==> config.mk <==
export PLATFORM = sky130hd
export DESIGN_NAME = pcl_loader
export DESIGN_NICKNAME = d
export VERILOG_FILES = /design/src/logic/pcl_pkg.sv /design/src/logic/pcl_word_apply.sv /design/src/logic/pcl_cfg_read.sv /design/src/logic/pcl_loader.sv
export SDC_FILE = /design/constraint.sdc
export NUM_CORES = 1
export LEC_CHECK = 0
export BUFFER_PORTS_ARGS = -buffer_cell sky130_fd_sc_hd__buf_2
export CAP_MARGIN = 20
export CORE_MARGIN = 2
export CORE_UTILIZATION = 48
export CTS_BUF_LIST = sky130_fd_sc_hd__clkbuf_8
export DETAILED_ROUTE_END_ITERATION = 10
export PLACE_DENSITY = 0.84
export REMOVE_ABC_BUFFERS = 1
export SKIP_CTS_REPAIR_TIMING = 1
export SYNTH_ARGS = -nofsm -noshare
export SYNTH_HDL_FRONTEND = slang
export SYNTH_SLANG_ARGS = --single-unit
==> constraint.sdc <==
create_clock -name clk_sys -period 1.9 [get_ports clk_sys]
set_input_delay 0 -clock clk_sys [delete_from_list [all_inputs] [get_ports clk_sys]]
set_output_delay 0 -clock clk_sys [all_outputs]
set_load 0.005 [all_outputs]
==> src/logic/pcl_pkg.sv <==
// Package: image word addresses, config field positions, defaults, types
package pcl_pkg;
   // Image word addresses (16-bit word index into the startup image)
   localparam logic [7:0] IMG_P3_LINK   = 8'h46;
   localparam logic [7:0] IMG_PM_BASE   = 8'h50;
   localparam logic [7:0] IMG_SLOT_P0   = 8'h60;
   localparam logic [7:0] IMG_SLOT_P1   = 8'h62;
   localparam logic [7:0] IMG_LAST      = 8'h62;
   // Configuration offsets
   localparam logic [11:0] CFG_PMCAP    = 12'h040;
   localparam logic [11:0] CFG_PMCSR    = 12'h044;
   localparam logic [11:0] CFG_LINKCTL  = 12'h078;
   localparam logic [11:0] CFG_DCHG     = 12'h08C;
   localparam logic [11:0] CFG_PCIECAP  = 12'h0C0;
   localparam logic [11:0] CFG_PORTNUM  = 12'h0CC;
   localparam logic [11:0] CFG_SLOTCLK  = 12'h0D0;
   localparam logic [11:0] CFG_DEEMPH   = 12'h0F0;
   localparam logic [11:0] CFG_VCCAP    = 12'h144;
   localparam logic [11:0] CFG_TCMAP    = 12'h154;
   // Config field positions
   localparam int DEEMPH_POS   = 6;
   localparam int COMPL_POS    = 11;
   localparam int DCHG_LSB     = 8;
   localparam int NSR_POS      = 3;
   localparam int AUX_LSB      = 22;
   localparam int DSI_POS      = 21;
   localparam int D1_POS       = 25;
   localparam int D2_POS       = 26;
   localparam int PME_LSB      = 28;
   localparam int PMDATA_LSB   = 24;
   localparam int SLOTCLK_POS  = 28;
   localparam int LOW_PRIORITY_VC_COUNT_POS     = 4;
   localparam int PORTNUM_LSB  = 24;
   localparam int TCMAP_LSB    = 1;
   localparam int SLOTIMP_POS  = 24;
   // Image bit positions
   localparam int IB_DEEMPH    = 12;
   localparam int IB_COMPL     = 13;
   localparam int IB_DCHG      = 14;
   localparam int IB_NSR       = 0;
   localparam int IB_AUX       = 1;
   localparam int IB_PME       = 6;
   localparam int IB_PMDATA    = 8;
   localparam int IB_SLOTIMP   = 0;
   localparam int IB_SLOTCLK   = 1;
   localparam int IB_DSI       = 2;
   localparam int IB_LOW_PRIORITY_VC_COUNT      = 3;
   localparam int IB_PORTNUM   = 4;
   localparam int IB_TCMAP     = 9;
   // Reset defaults of loadable fields
   localparam logic [15:0] DEF_WORD     = 16'h0000;
   localparam logic [2:0]  DEF_PORTNUM0 = 3'h0;
   localparam int          NUM_PORTS    = 4;

   // Per-port loaded fields
   typedef struct packed {
      logic       deemph;
      logic       compl2det;
      logic [1:0] dataChangeCountSelect;
      logic       noSoftReset;
      logic [2:0] auxCurrent;
      logic       dsiRequired;
      logic [1:0] pmeSupport;
      logic [7:0] pmData;
      logic       slotClock;
      logic       lowPriorityVcCount;
      logic [2:0] portNumber;
      logic [6:0] tcMap;
      logic       slotImpl;
   } pcl_port_cfg_t;

   // Image read request and answer
   typedef struct packed {
      logic       valid;
      logic [7:0] addr;
   } pcl_img_req_t;

   typedef struct packed {
      logic        valid;
      logic        present;
      logic [15:0] data;
   } pcl_img_rsp_t;
endpackage

==> src/logic/pcl_word_apply.sv <==
// Applies one image word to the per-port field set
module pcl_word_apply (
   input  wire logic [7:0]            wordAddr,
   input  wire logic [15:0]           wordData,
   input  wire pcl_pkg::pcl_port_cfg_t curCfg [pcl_pkg::NUM_PORTS],
   output      pcl_pkg::pcl_port_cfg_t newCfg [pcl_pkg::NUM_PORTS]
);
   // Decode word address into field updates
   always_comb begin
      for (int p = 0; p < pcl_pkg::NUM_PORTS; p++) begin
         newCfg[p] = curCfg[p];
      end
      case (wordAddr)
         pcl_pkg::IMG_P3_LINK: begin
            newCfg[3].deemph = wordData[pcl_pkg::IB_DEEMPH];
            newCfg[3].compl2det = wordData[pcl_pkg::IB_COMPL];
            newCfg[3].dataChangeCountSelect =
               wordData[pcl_pkg::IB_DCHG +: 2];
         end
         pcl_pkg::IMG_SLOT_P0, pcl_pkg::IMG_SLOT_P1: begin
            // Port 0 from 60h, port 1 from 62h
            for (int p = 0; p < 2; p++) begin
               if (wordAddr == (p == 0 ? pcl_pkg::IMG_SLOT_P0
                                       : pcl_pkg::IMG_SLOT_P1)) begin
                  newCfg[p].slotClock = wordData[pcl_pkg::IB_SLOTCLK];
                  newCfg[p].dsiRequired = wordData[pcl_pkg::IB_DSI];
                  newCfg[p].lowPriorityVcCount =
                     wordData[pcl_pkg::IB_LOW_PRIORITY_VC_COUNT];
                  newCfg[p].portNumber =
                     wordData[pcl_pkg::IB_PORTNUM +: 3];
                  newCfg[p].tcMap = wordData[pcl_pkg::IB_TCMAP +: 7];
               end
            end
            if (wordAddr == pcl_pkg::IMG_SLOT_P1) begin
               newCfg[1].slotImpl = wordData[pcl_pkg::IB_SLOTIMP];
            end
         end
         default: begin
            // PM words: even word caps, odd word data, one pair per port
            for (int p = 0; p < pcl_pkg::NUM_PORTS; p++) begin
               if (wordAddr == pcl_pkg::IMG_PM_BASE + 8'(2 * p)) begin
                  newCfg[p].noSoftReset = wordData[pcl_pkg::IB_NSR];
                  newCfg[p].auxCurrent = wordData[pcl_pkg::IB_AUX +: 3];
                  newCfg[p].pmeSupport = wordData[pcl_pkg::IB_PME +: 2];
               end
               if (wordAddr == pcl_pkg::IMG_PM_BASE + 8'(2 * p + 1)) begin
                  newCfg[p].pmData =
                     wordData[pcl_pkg::IB_PMDATA +: 8];
               end
            end
         end
      endcase
   end
endmodule // pcl_word_apply

==> src/logic/pcl_cfg_read.sv <==
// Assembles the 32-bit config dword of one port at one offset
module pcl_cfg_read (
   input  wire logic [11:0]            offset,
   input  wire pcl_pkg::pcl_port_cfg_t cfg,
   output      logic [31:0]            dword
);
   // Place loaded fields at their config bit positions
   always_comb begin
      dword = 32'h0000_0000;
      case (offset)
         pcl_pkg::CFG_PMCAP: begin
            dword[pcl_pkg::AUX_LSB +: 3] = cfg.auxCurrent;
            dword[pcl_pkg::DSI_POS] = cfg.dsiRequired;
            dword[pcl_pkg::D1_POS] = 1'b1;
            dword[pcl_pkg::D2_POS] = 1'b1;
            dword[pcl_pkg::PME_LSB +: 2] = cfg.pmeSupport;
         end
         pcl_pkg::CFG_PMCSR: begin
            dword[pcl_pkg::NSR_POS] = cfg.noSoftReset;
            dword[pcl_pkg::PMDATA_LSB +: 8] = cfg.pmData;
         end
         pcl_pkg::CFG_LINKCTL: dword[pcl_pkg::COMPL_POS] = cfg.compl2det;
         pcl_pkg::CFG_DCHG:
            dword[pcl_pkg::DCHG_LSB +: 2] = cfg.dataChangeCountSelect;
         pcl_pkg::CFG_PCIECAP: dword[pcl_pkg::SLOTIMP_POS] = cfg.slotImpl;
         pcl_pkg::CFG_PORTNUM:
            dword[pcl_pkg::PORTNUM_LSB +: 3] = cfg.portNumber;
         pcl_pkg::CFG_SLOTCLK: dword[pcl_pkg::SLOTCLK_POS] = cfg.slotClock;
         pcl_pkg::CFG_DEEMPH: dword[pcl_pkg::DEEMPH_POS] = cfg.deemph;
         pcl_pkg::CFG_VCCAP: dword[pcl_pkg::LOW_PRIORITY_VC_COUNT_POS] = cfg.lowPriorityVcCount;
         pcl_pkg::CFG_TCMAP: dword[pcl_pkg::TCMAP_LSB +: 7] = cfg.tcMap;
         default: dword = 32'h0000_0000;
      endcase
   end
endmodule // pcl_cfg_read

==> src/logic/pcl_loader.sv <==
// Top: startup image loader with APB read-back of per-port config fields
// What this block does
// Port 3 de-emphasis from image bit 12
// Port 3 compliance-to-detect from bit 13
// Port 3 change count select from 15:14
// No-soft-reset bit from words 50h..56h
// Aux current from image bits 3:1
// D1 support reads as one
// D2 support reads as one
// PME D1/D2 support from bits 7:6
// PM data from odd words 51h..57h
// Slot clock from image bit 1
// Device-specific init from image bit 2
// Low-priority VC count from bit 3
// Logical port number from bits 6:4
// TC to VC0 map from bits 15:9
// Port 1 slot implemented from 62h
// Ports 0/1 slot fields from 60h/62h
// Load all first; absent words keep defaults
module pcl_loader (
   input  wire logic                  clk_sys,
   input  wire logic                  rstn,
   // Image source: request out, answer in
   output      pcl_pkg::pcl_img_req_t imgReq,
   input  wire pcl_pkg::pcl_img_rsp_t imgRsp,
   // APB slave; address = port * 1000h + config offset
   input  wire logic                  psel,
   input  wire logic                  penable,
   input  wire logic                  pwrite,
   input  wire logic [13:0]           paddr,
   input  wire logic [31:0]           pwdata,
   output      logic [31:0]           prdata,
   output      logic                  pready,
   output      logic                  pslverr,
   // Loading finished
   output      logic                  loadDone
);
   typedef enum {PCL_FETCH, PCL_WAIT, PCL_DONE} pcl_state_t;

   pcl_state_t             state;               // Loader state
   logic [7:0]             wordAddr;            // Current image word
   pcl_pkg::pcl_port_cfg_t cfg [pcl_pkg::NUM_PORTS];  // Loaded fields
   pcl_pkg::pcl_port_cfg_t next_cfg [pcl_pkg::NUM_PORTS]; // After apply
   pcl_pkg::pcl_port_cfg_t selCfg;              // Port picked by paddr
   logic [31:0]            rdWord;              // Assembled read dword
   logic [1:0]             selPort;             // Port field of paddr
   logic                   accessPhase;         // APB access cycle

   // Address walk of the image: next word to fetch
   function automatic logic [7:0] pcl_next_word(input logic [7:0] a);
      logic [7:0] r;
      r = a + 8'h01;
      if (a == pcl_pkg::IMG_P3_LINK) r = pcl_pkg::IMG_PM_BASE;
      else if (a == pcl_pkg::IMG_PM_BASE + 8'h07) r = pcl_pkg::IMG_SLOT_P0;
      else if (a == pcl_pkg::IMG_SLOT_P0) r = pcl_pkg::IMG_SLOT_P1;
      return r;
   endfunction

   // Field update for the word now answered
   pcl_word_apply u_apply (
      .wordAddr (wordAddr),
      .wordData (imgRsp.data),
      .curCfg   (cfg),
      .newCfg   (next_cfg)
   );

   assign selPort = paddr[13:12];
   assign selCfg  = cfg[selPort];
   assign accessPhase = psel && penable;

   // Read mux for the addressed port
   pcl_cfg_read u_read (
      .offset (paddr[11:0]),
      .cfg    (selCfg),
      .dword  (rdWord)
   );

   // Loader sequencer: one outstanding read, then next word
   always_ff @(posedge clk_sys or negedge rstn) begin
      if (!rstn) begin
         state    <= PCL_FETCH;
         wordAddr <= pcl_pkg::IMG_P3_LINK;
         imgReq   <= '0;
      end else begin
         case (state)
            PCL_FETCH: begin
               imgReq.valid <= 1'b1;
               imgReq.addr  <= wordAddr;
               state        <= PCL_WAIT;
            end
            PCL_WAIT: begin
               imgReq.valid <= 1'b0;
               if (imgRsp.valid) begin
                  // Last word ends the load
                  if (wordAddr == pcl_pkg::IMG_LAST) begin
                     state <= PCL_DONE;
                  end else begin
                     wordAddr <= pcl_next_word(wordAddr);
                     state    <= PCL_FETCH;
                  end
               end
            end
            PCL_DONE: imgReq.valid <= 1'b0;
            default:  state <= PCL_FETCH;
         endcase
      end
   end

   // Field storage; an absent word leaves the defaults untouched
   always_ff @(posedge clk_sys or negedge rstn) begin
      if (!rstn) begin
         for (int p = 0; p < pcl_pkg::NUM_PORTS; p++) begin
            cfg[p] <= '0;
            cfg[p].portNumber <= pcl_pkg::DEF_PORTNUM0 + 3'(p);
         end
      end else if (state == PCL_WAIT && imgRsp.valid &&
                   imgRsp.present) begin
         cfg <= next_cfg;
      end
   end

   // Done flag gates host config access
   always_ff @(posedge clk_sys or negedge rstn) begin
      if (!rstn) begin
         loadDone <= 1'b0;
      end else begin
         loadDone <= (state == PCL_DONE);
      end
   end

   // APB answer: held off until load finished, one wait state then
   always_ff @(posedge clk_sys or negedge rstn) begin
      if (!rstn) begin
         pready  <= 1'b0;
         prdata  <= 32'h0000_0000;
         pslverr <= 1'b0;
      end else begin
         pready  <= 1'b0;
         pslverr <= 1'b0;
         if (accessPhase && !pready && loadDone) begin
            pready <= 1'b1;
            // Fields are read only; writes are refused with an error
            pslverr <= pwrite;
            prdata  <= pwrite ? 32'h0000_0000 : rdWord;
         end
      end
   end
endmodule // pcl_loader

# Yosys cells after proc, flatten, opt, wreduce, memory -nomap -nowiden
# Cells that the tools add are included.
# totals
ff_bits,171
input_bits,69
output_inout_bits,44
elab_cells,122
# op_classes
add_sub_neg,1
n_lt_le_gt_ge,1
eq_ne,26
muxes,28
bitwise_logic,4
reduce_logical,24
# op_table
cell,count
$mux 32,4
$pmux 32 s3,1
$eq 8x7->1 const B,11
$bmux 32 s2,1
$eq 32x2->1 const B,2
$eq 12x8->1 const B,5
$eq 12x7->1 const B,3
$reduce_and 3->1,11
$eq 32x1->1 const B,1
$eq 32x3->1 const B,1
$logic_not 32->1,1
$eq 12x9->1 const B,2
$mux 8,3
$pmux 1 s2,5
$add 8x1->8 const B,1
$mux 2,4
$mux 1,6
$pmux 2 s3,1
$logic_and 1x1->1,5
$pmux 1 s4,1
$reduce_and 2->1,2
$reduce_or 2->1,2
$ge 3x3->1 const B,1
$mux 3,1
other kinds (7),9

# Depth between registers and ports, before layout
# Gate-level depths: netlist of the first run.
# depth
ltp_word,6
ltp_mapped,7
depth_no_buf,6

# By module
# A second synthesis of the first run with hierarchy kept.
# hier_totals
hier_cells,784
area_unflattened_um2,9879.5
# modules_own_cells
module,n_inst,cells_each,area_per_inst_um2,seq_area_each_um2
pcl_loader,1,554,7853.8,4563.1
pcl_word_apply,1,151,1450.1,0.0
pcl_cfg_read,1,79,575.6,0.0

# Worst setup path before layout of the first run
# No wires, ideal clock.
# synth_timing
path_type,reg2reg
from,register state[1]
to,register cfg[13] (netlist bit)
setup_ps,125
arrival_time_ps,1728
required_time_ps,1775
slack_ps,47
path_stages_with_launch,8
n_path_buf,1
period_less_slack_ps,1853
cell_sequence,dfrtp_1 > inv_1 > ha_1 > and3_1 > buf_2 > nand2_1 > nor2_8 > mux2_2
# synth_via
elab_chain_cells,4
# synth_lines
element,line_no,source
"start, declared",pcl_loader.sv:40,pcl_state_t state;
"start signal, assigned",pcl_loader.sv:81,state <= PCL_FETCH;
"start signal, assigned",pcl_loader.sv:89,state <= PCL_WAIT;
"start signal, assigned",pcl_loader.sv:96,state <= PCL_DONE;
$eq 32x2->1,pcl_loader.sv:116,end else if (state == PCL_WAIT && imgRsp.valid &&
$logic_and 1x1->1 (2 in a row),pcl_loader.sv:116,
$reduce_and 3->1 (no source line),--,
"end signal, assigned",pcl_loader.sv:118,cfg <= next_cfg;
"end, declared",pcl_loader.sv:42,pcl_pkg::pcl_port_cfg_t cfg [pcl_pkg::NUM_PORTS];
# No other way between the ends.
# A chain may end at the register's enable or synchronous reset.

# Final worst setup path of the first run
# layout_timing
from,register wordAddr[6]
to,register cfg[50] (netlist bit)
# layout_via
elab_chain_cells,4
elab_cells_between_ends,7
cone_classes,eq/ne: 4; bitwise: 1; reduce/logical: 2
# layout_lines
element,line_no,source
"start, declared",pcl_loader.sv:41,logic [7:0] wordAddr;
"start signal, assigned",pcl_loader.sv:82,wordAddr <= pcl_pkg::IMG_P3_LINK;
"start signal, assigned",pcl_loader.sv:98,wordAddr <= pcl_next_word(wordAddr);
$eq 8x7->1,pcl_word_apply.sv:13,case (wordAddr)
$reduce_or 3->1 (no source line),--,
$not 1->1 (no source line),--,
$reduce_and 3->1 (no source line) (*),--,
# Mark *: on every way between the ends. The rest lies on a longest branch, timed or not.

==> reports/metrics.csv, run 1 <==
stage;metric;value;unit
detailed_routing;ant_nets;0;
timing;timing.fmax;520;MHz
cts;htreeDepth;4;
pwr;powerDensity;705;mW/mm²
logic_synthesis;synth_enable_flop_cells;0;
logic_synthesis;synth_area;0.00620;mm²
timing;fin_hold_ws;-0.0164;ns
critical_path;critPathKind;reg -> reg;
cells_and_area;multi_input_area;0.00281;mm²
cts;numCtsBuffers;17;
timing;finalHoldViolCount;1;
global_routing;grt.overflow.total;0;
pwr;peakVddDrop;0.466;mV
timing;setup_viol;19;
job;drv_cap;0;
critical_path;reg2reg_depth;5;
cells_and_area;nets;663;
cts;clk_latency;0.44;ns
timing;fin_tns_setup;-0.160;ns
cts;cts_sinks;130;
hold_path;hold_path.class;in -> reg;
detailed_routing;firstDrtPassIters;5;
critical_path;worst-path-max-fanout;8;
floorplanning;io_pins;113;
cells_and_area;regArea;0.00326;mm²
detailed_routing;wl;15000;µm
pwr;total_power;0.00536;W
pwr;cellLeakagePower;3.80;nW
hold_path;whs_path_depth;4;
detailed_routing;num_vias;4376;
cts;clockBufferDepth;2;
timing;worstMarginPinSlew;0.668;ns
logic_synthesis;synthCells;467;
global_routing;grt_pass1_wl;22800;µm
logic_synthesis;yosysSeqAreaShare;52.6;%
timing;rsz0062_at_grt;true;
cells_and_area;antenna_cells;0;
floorplanning;coreArea;0.0126;mm²
global_routing;grt.total_usage;21.0;%
critical_path;arrival;2.24;ns
floorplanning;die_w;118;µm
cells_and_area;fill_cells;964;
global_routing;grt_pass1_vias;4493;
placed_design;hpwl;9860;µm
critical_path;cp-end-kind;flop;
detailed_routing;drcViolationCount;0;
detailed_routing;viasPerCell;5.69;
timing;finalWorstSetupSlack;-0.0218;ns
timing;drv_slew;0;
logic_synthesis;ys.flop_type;dfrtp_1;
placed_design;gp_congestion;0.905;
global_routing;antenna_found_initial;0;
logic_synthesis;ys_ff_latch;130;
timing;timing.final.crit_share;101;%
logic_synthesis;async_reset_ff_share;100;%
cts;cts.clk_slew.worst_paths;0.07;ns
cts;cts_tree;built;
timing;relSlewSlack;55.4;%
critical_path;crit_required;2.21;ns
logic_synthesis;yosysUniqueCellTypes;59;
logic_synthesis;synth_area_per_cell;13.3;µm²
detailed_routing;drt_iter0_markers;334;
floorplanning;die_y;118;µm
detailed_routing;wl_per_cell;19.5;µm
cells_and_area;drive_gt1_share;42.5;%
run_status;violations;negative hold slack, negative setup slack;
global_routing;grt_max_degree;49;
logic_synthesis;yosys_warnings;0;
critical_path;cp-start-kind;flop;
floorplanning;initial_core_util;49.1;%
placed_design;port_buffers;69;
floorplanning;rows;41;
timing;finalCriticalPeriod;1.92;ns
cells_and_area;syn_to_final_growth;22.7;%
placed_design;dp_slack;-0.0187;ns
timing;clock_skew;0.00959;ns
run_status;status;finished, violations left;
floorplanning;dieArea;0.0138;mm²
cts;cts-root-buf;clkbuf_8;
metrics by stage:
| step | utilization (%) | instance area (µm²) | instances | hold WS, ns |
|---|---|---|---|---|
| 6_report | 60.3 | 7610 | 769 | -0.0164 |
| 5_1_grt | 60.3 | 7610 | 769 | 0.0181 |
| 4_1_cts | 57.5 | 7260 | 745 | -0.389 |
| 3_5_place_dp | 54.5 | 6870 | 715 | 0.0725 |
| 3_3_place_gp | 54.5 | 6870 | 715 | 0.0620 |
| 2_1_floorplan | - | 6040 | 445 | -0.296 |
final cells by class:
cell class	count	area share, %
clock buffer	22	3.98
multi-input combinational	300	37.0
inverter	16	0.790
timing repair buffer	121	11.4
sequential	130	42.8
tap	172	2.83
clock inverter	8	1.14
routing by layer:
layer  GRT usage [%]  share of wire (%)  vias up
met2            36.3                 52      193
met3            5.67                7.2       25
li1                -                  -     1930
met5               0                  0        -
met1            25.3                 39     2228
met4            7.38                1.7        0
state kept, by name, indices dropped and copies added (netlist names):
register,flops
loadDone,1
prdata,21
state,2
pready,1
imgReq,9
wordAddr,8
pslverr,1
cfg,87
cell usage after synthesis, types with 2 or more instances:
| cell | number | area share [%] |
|---|---|---|
| nand3_4 | 2 | 0.57 |
| xnor2_1 | 2 | 0.28 |
| mux2_4 | 10 | 2.4 |
| mux2_1 | 6 | 1.1 |
| nor2b_1 | 2 | 0.20 |
| nand3_1 | 11 | 0.89 |
| a22o_1 | 3 | 0.42 |
| o21ai_0 | 23 | 1.9 |
| and3_1 | 8 | 0.81 |
| dfrtp_1 | 126 | 51 |
| and4_1 | 5 | 0.71 |
| nor2_8 | 2 | 0.65 |
| mux4_2 | 14 | 5.1 |
| nor2_1 | 5 | 0.30 |
| nor4_1 | 4 | 0.40 |
| nor2_4 | 2 | 0.36 |
| buf_4 | 13 | 1.6 |
| dfstp_2 | 4 | 1.7 |
| buf_2 | 9 | 0.73 |
| a41oi_1 | 2 | 0.28 |
| mux2i_1 | 9 | 1.5 |
| clkbuf_1 | 7 | 0.42 |
| buf_6 | 2 | 0.36 |
| or3_1 | 4 | 0.40 |
| inv_1 | 16 | 0.97 |
| o31ai_1 | 4 | 0.48 |
| a32oi_1 | 2 | 0.28 |
| and4b_1 | 2 | 0.32 |
| a31oi_1 | 5 | 0.50 |
| o211ai_1 | 5 | 0.61 |
| nand2_1 | 32 | 1.9 |
| nand4_1 | 10 | 1.0 |
| mux2_2 | 83 | 15 |
| ha_1 | 8 | 1.6 |
worst paths after layout:
kind / from / to / slack, ns
setup / recovery: wordAddr[6] / cfg[50] / -0.02
hold / removal: paddr[5] / prdata[26] / -0.02
setup reg to reg: wordAddr[6] / cfg[50] / -0.02
hold reg to reg: prdata[7] / prdata[7] / 0.47
max in group asynchronous: rstn / cfg[110] / 1.03
min in group asynchronous: rstn / state[0] / 0.19
cells by family (layout without fill, tap and decap cells):
logic type / count (synthesis) / in the layout / share of synthesized area (%)
flops: 130 / 130 / 52.6
mux: 122 / 122 / 25.1
simple gates: 103 / 104 / 10.7
compound gates: 52 / 52 / 5.37
buf+inv: 48 / 167 / 4.12
fa+ha+maj: 8 / 8 / 1.61
xor+xnor: 3 / 3 / 0.424
other cells: 1 / 11 / 0.0605
cell usage in the layout (no fill, tap or decap), types with 4 or more instances in the layout:
| cell type | netlist | final |
|---|---|---|
| a31oi_1 | 5 | 5 |
| and3_1 | 8 | 8 |
| and4_1 | 5 | 5 |
| buf_12 | 0 | 6 |
| buf_2 | 9 | 68 |
| buf_4 | 13 | 25 |
| clkbuf_8 | 0 | 22 |
| conb_1 | 1 | 11 |
| dfrtp_1 | 126 | 126 |
| dfstp_2 | 4 | 4 |
| dlygate4sd3_1 | 0 | 21 |
| ha_1 | 8 | 7 |
| inv_1 | 16 | 19 |
| mux2_1 | 6 | 6 |
| mux2_2 | 83 | 71 |
| mux2_4 | 10 | 22 |
| mux2i_1 | 9 | 9 |
| mux4_2 | 14 | 14 |
| nand2_1 | 32 | 32 |
| nand3_1 | 11 | 9 |
| nand4_1 | 10 | 10 |
| nor2_1 | 5 | 5 |
| nor4_1 | 4 | 4 |
| o211ai_1 | 5 | 5 |
| o21ai_0 | 23 | 22 |
| o31ai_1 | 4 | 4 |
| or3_1 | 4 | 4 |
worst max-delay path, cell delays in order, from the launching register on:
cell and delay (ns):
dfstp_2 0.55, nand4bb_1 0.12, or3b_1 0.40, buf_6 0.17, nor2_8 0.20, mux2_2 0.37
power breakdown:
part,total [W],internal (W),switching (W)
Clock,0.00232,0.00131,0.00101
Combinational,0.000276,0.000105,0.000171
Sequential,0.00277,0.00277,0.00000142
Total,0.00536,0.00418,0.00118
Power figures use the tool's default switching activity.
==> run 2, diff against run 1 <==
--- a/config.mk
+++ b/config.mk
@@ -11,9 +11,10 @@
 export CORE_UTILIZATION = 48
 export CTS_BUF_LIST = sky130_fd_sc_hd__clkbuf_8
 export DETAILED_ROUTE_END_ITERATION = 10
-export PLACE_DENSITY = 0.84
+export PLACE_DENSITY = 0.81
 export REMOVE_ABC_BUFFERS = 1
 export SKIP_CTS_REPAIR_TIMING = 1
 export SYNTH_ARGS = -nofsm -noshare
 export SYNTH_HDL_FRONTEND = slang
+export SYNTH_HIERARCHICAL = 1
 export SYNTH_SLANG_ARGS = --single-unit
==> run 2 against run 1 <==
  * The run ends with negative setup slack left
  * Sequential power increased by 52%
  * Sequential cell count grew 52
  * Die area rose by 57%
  * Non-clock buffer count rose by 34
  * Largest cell class is now multi-input gates
  * First-iteration DRC count rose by 35%
==> reports/metrics.csv, run 2 <==
stage;metric;value;unit
detailed_routing;firstDrtPassIters;5;
pwr;peakVddDrop;0.711;mV
logic_synthesis;synth_area;0.00988;mm²
pwr;powerDensity;737;mW/mm²
placed_design;gp_congestion;0.869;
run_status;status;finished, violations left;
cells_and_area;nets;951;
logic_synthesis;ys.flop_type;dfrtp_1;
logic_synthesis;yosysSeqAreaShare;46.2;%
cts;numCtsBuffers;17;
cells_and_area;fill_cells;1638;
critical_path;rr_startpoint;wordAddr[6];
timing;clock_skew;0.0140;ns
cells_and_area;largest-register;cfg;
hold_path;hold_path.class;in -> reg;
logic_synthesis;ys_ff_latch;182;
critical_path;cp-end-kind;flop;
timing;finalHoldViolCount;0;
detailed_routing;viasPerCell;5.48;
floorplanning;die_w;147;µm
critical_path;cp_cell_sequence;nor4b_4 -> buf_4 -> nand3_2 -> buf_6 -> mux2_2 -> mux2_2;
global_routing;grt_pass1_vias;6227;
hold_path;min_from;imgRsp[12];
logic_synthesis;synthAdderAreaFrac;0.887;%
logic_synthesis;synth-compound-area-share;4.03;%
logic_synthesis;yosysMostFrequentCell;mux2_2;
logic_synthesis;async_reset_ff_share;100;%
cells_and_area;syn_to_final_growth;15.2;%
cells_and_area;regArea;0.00456;mm²
cts;cts_sinks;182;
cells_and_area;reg_top3;cfg (128), prdata (32), imgReq (9);
cts;htreeDepth;4;
cells_and_area;drive_gt1_share;51.8;%
pwr;pwr-share-comb;20.8;%
critical_path;worst-path-buf-inv;2;
cells_and_area;final_cell_mix;mux2_2, dfrtp_1, buf_2;
pwr;p_int;0.00585;W
critical_path;critPathKind;reg -> reg;
logic_synthesis;synthMuxAreaShare;32.8;%
logic_synthesis;synth_area_per_cell;12.6;µm²
placed_design;port_buffers;80;
timing;drv_slew;0;
critical_path;cpPeakStageDelay;0.57;ns
global_routing;grt.total_usage;19.7;%
detailed_routing;wl;21800;µm
logic_synthesis;synth_top_area_cell;dfrtp_1;
detailed_routing;ant_nets;0;
timing;rsz0062_at_grt;true;
logic_synthesis;netlist_top_cells_area;dfrtp_1, mux2_2, mux4_2, buf_4, nand2_1;
critical_path;cp-start-kind;flop;
pwr;cellLeakagePower;5.55;nW
detailed_routing;wl_per_cell;18.9;µm
detailed_routing;num_vias;6350;
critical_path;startpoint;wordAddr[6];
cells_and_area;multi_input_area;0.00481;mm²
placed_design;post_dp_cell_area;0.0106;mm²
cts;clk_latency;0.49;ns
cells_and_area;mostFrequentLayoutCell;mux2_2;
logic_synthesis;yosys_warnings;6;
cells_and_area;antenna_cells;0;
logic_synthesis;synth.top_cell.area_share;44.3;%
global_routing;grt_pass1_wl;33200;µm
floorplanning;io_pins;113;
logic_synthesis;synthCells;784;
pwr;pwr-share-seq;50.1;%
cells_and_area;fin_cells;1158;
timing;timing.final.crit_share;103;%
critical_path;cp_slowest_cell;dfstp_2;
pwr;p_sw_share;30.2;%
timing;finalCriticalPeriod;1.95;ns
critical_path;worst-path-max-fanout;8;
cts;cts.clk_slew.worst_paths;0.09;ns
run_status;violations;negative setup slack;
pwr;total_power;0.00839;W
cts;clockBufferDepth;2;
timing;timing.fmax;513;MHz
logic_synthesis;yosysUniqueCellTypes;61;
cts;cts-root-buf;clkbuf_8;
cells_and_area;largest_register_ffs;128;
placed_design;hpwl;14300;µm
timing;setup_viol;43;
global_routing;grt_max_degree;67;
floorplanning;rows;52;
critical_path;crit_required;2.26;ns
pwr;p_clk_share;29.2;%
logic_synthesis;synth_enable_flop_cells;0;
logic_synthesis;synth-simple-area-share;9.47;%
job;drv_cap;0;
floorplanning;dieArea;0.0217;mm²
critical_path;arrival;2.31;ns
detailed_routing;drt_iter0_markers;452;
critical_path;critical-path-top-delay-family;flip-flops;
detailed_routing;drcViolationCount;0;
pwr;power_switching;0.00254;W
logic_synthesis;synth_top_family_by_area;multiplexers;
logic_synthesis;synth_common_cells;mux2_2, dfrtp_1, nand2_1, buf_4, o21ai_0;
floorplanning;coreArea;0.0202;mm²
logic_synthesis;synth_xor_area_share;0.266;%
floorplanning;initial_core_util;48.8;%
critical_path;crit_top_cell;mux2_2;
placed_design;dpl.cell_count;1098;
cts;cts_tree;built;
timing;fin_tns_setup;-0.882;ns
cells_and_area;design_area;0.0114;mm²
global_routing;antenna_found_initial;0;
floorplanning;die_y;147;µm
global_routing;grt.overflow.total;0;
timing;finalWorstSetupSlack;-0.0478;ns
## run 2: worst register-to-register path: cells and delay by family (launching register included)
| family | cells | cell delay, ns |
|---|---|---|
| buffers and inverters | 2 | 0.37 |
| flip-flops | 1 | 0.57 |
| multiplexers | 2 | 0.55 |
| AND/OR/NAND/NOR | 2 | 0.35 |
## run 2: layer usage
metal | track usage (%) | vias up | part of all wire [%]
met2 | 31.6 | 206 | 49
met4 | 6.44 | 0 | 1.4
met5 | 0 | - | 0
li1 | - | 2959 | -
met1 | 26.6 | 3156 | 45
met3 | 4.57 | 29 | 5.6
## run 2: cell type report
type	count	share of cell area (%)
clock buffers	19	2.30
clock inverters	13	0.891
inverters	11	0.363
multi-input cells	508	42.3
flip-flops and latches	182	40.1
well taps	270	2.97
repair buffers	155	11.1
## run 2: per-stage QoR
| stage | hold slack, ns | worst slack (ns) | utilization [%] |
|---|---|---|---|
| floorplan | -0.296 | -2.19 | - |
| global placement | -0.109 | 0.0109 | 52.4 |
| detailed placement | -0.108 | -0.0479 | 52.4 |
| CTS | -0.646 | -0.0838 | 54.2 |
| global route | 0.0371 | -0.104 | 56.2 |
| finish | 0.0423 | -0.0478 | 56.2 |
## run 2: power by group through the flow
stage	Clock, W	Sequential [W]	Combinational (W)
after detailed placement	0	0.00427	0.00155
final	0.00245	0.00420	0.00174
after CTS	0.00251	0.00419	0.00155
after floorplan	0	0.00428	0.000880
after global placement	0	0.00426	0.00152
after global routing	0.00267	0.00423	0.00190
## run 2: worst paths after layout
path / depth (start not counted) / slack, ns / endpoint
setup / recovery: 6 / -0.05 / cfg[100]
hold / removal: 3 / 0.04 / cfg[49]
setup reg to reg: 6 / -0.05 / cfg[100]
hold reg to reg: 2 / 0.48 / prdata[23]
max in group asynchronous: 3 / 1.34 / cfg[72]
min in group asynchronous: 3 / 0.06 / prdata[4]
## run 2: kinds of logic after synthesis
family / count (synthesis)
muxes: 256
DFF: 182
and+or+nand+nor: 165
buffers and inverters: 105
AOI/OAI and AO/OA: 65
adders and majority gates: 7
xor gates and xnor gates: 3
other: 1
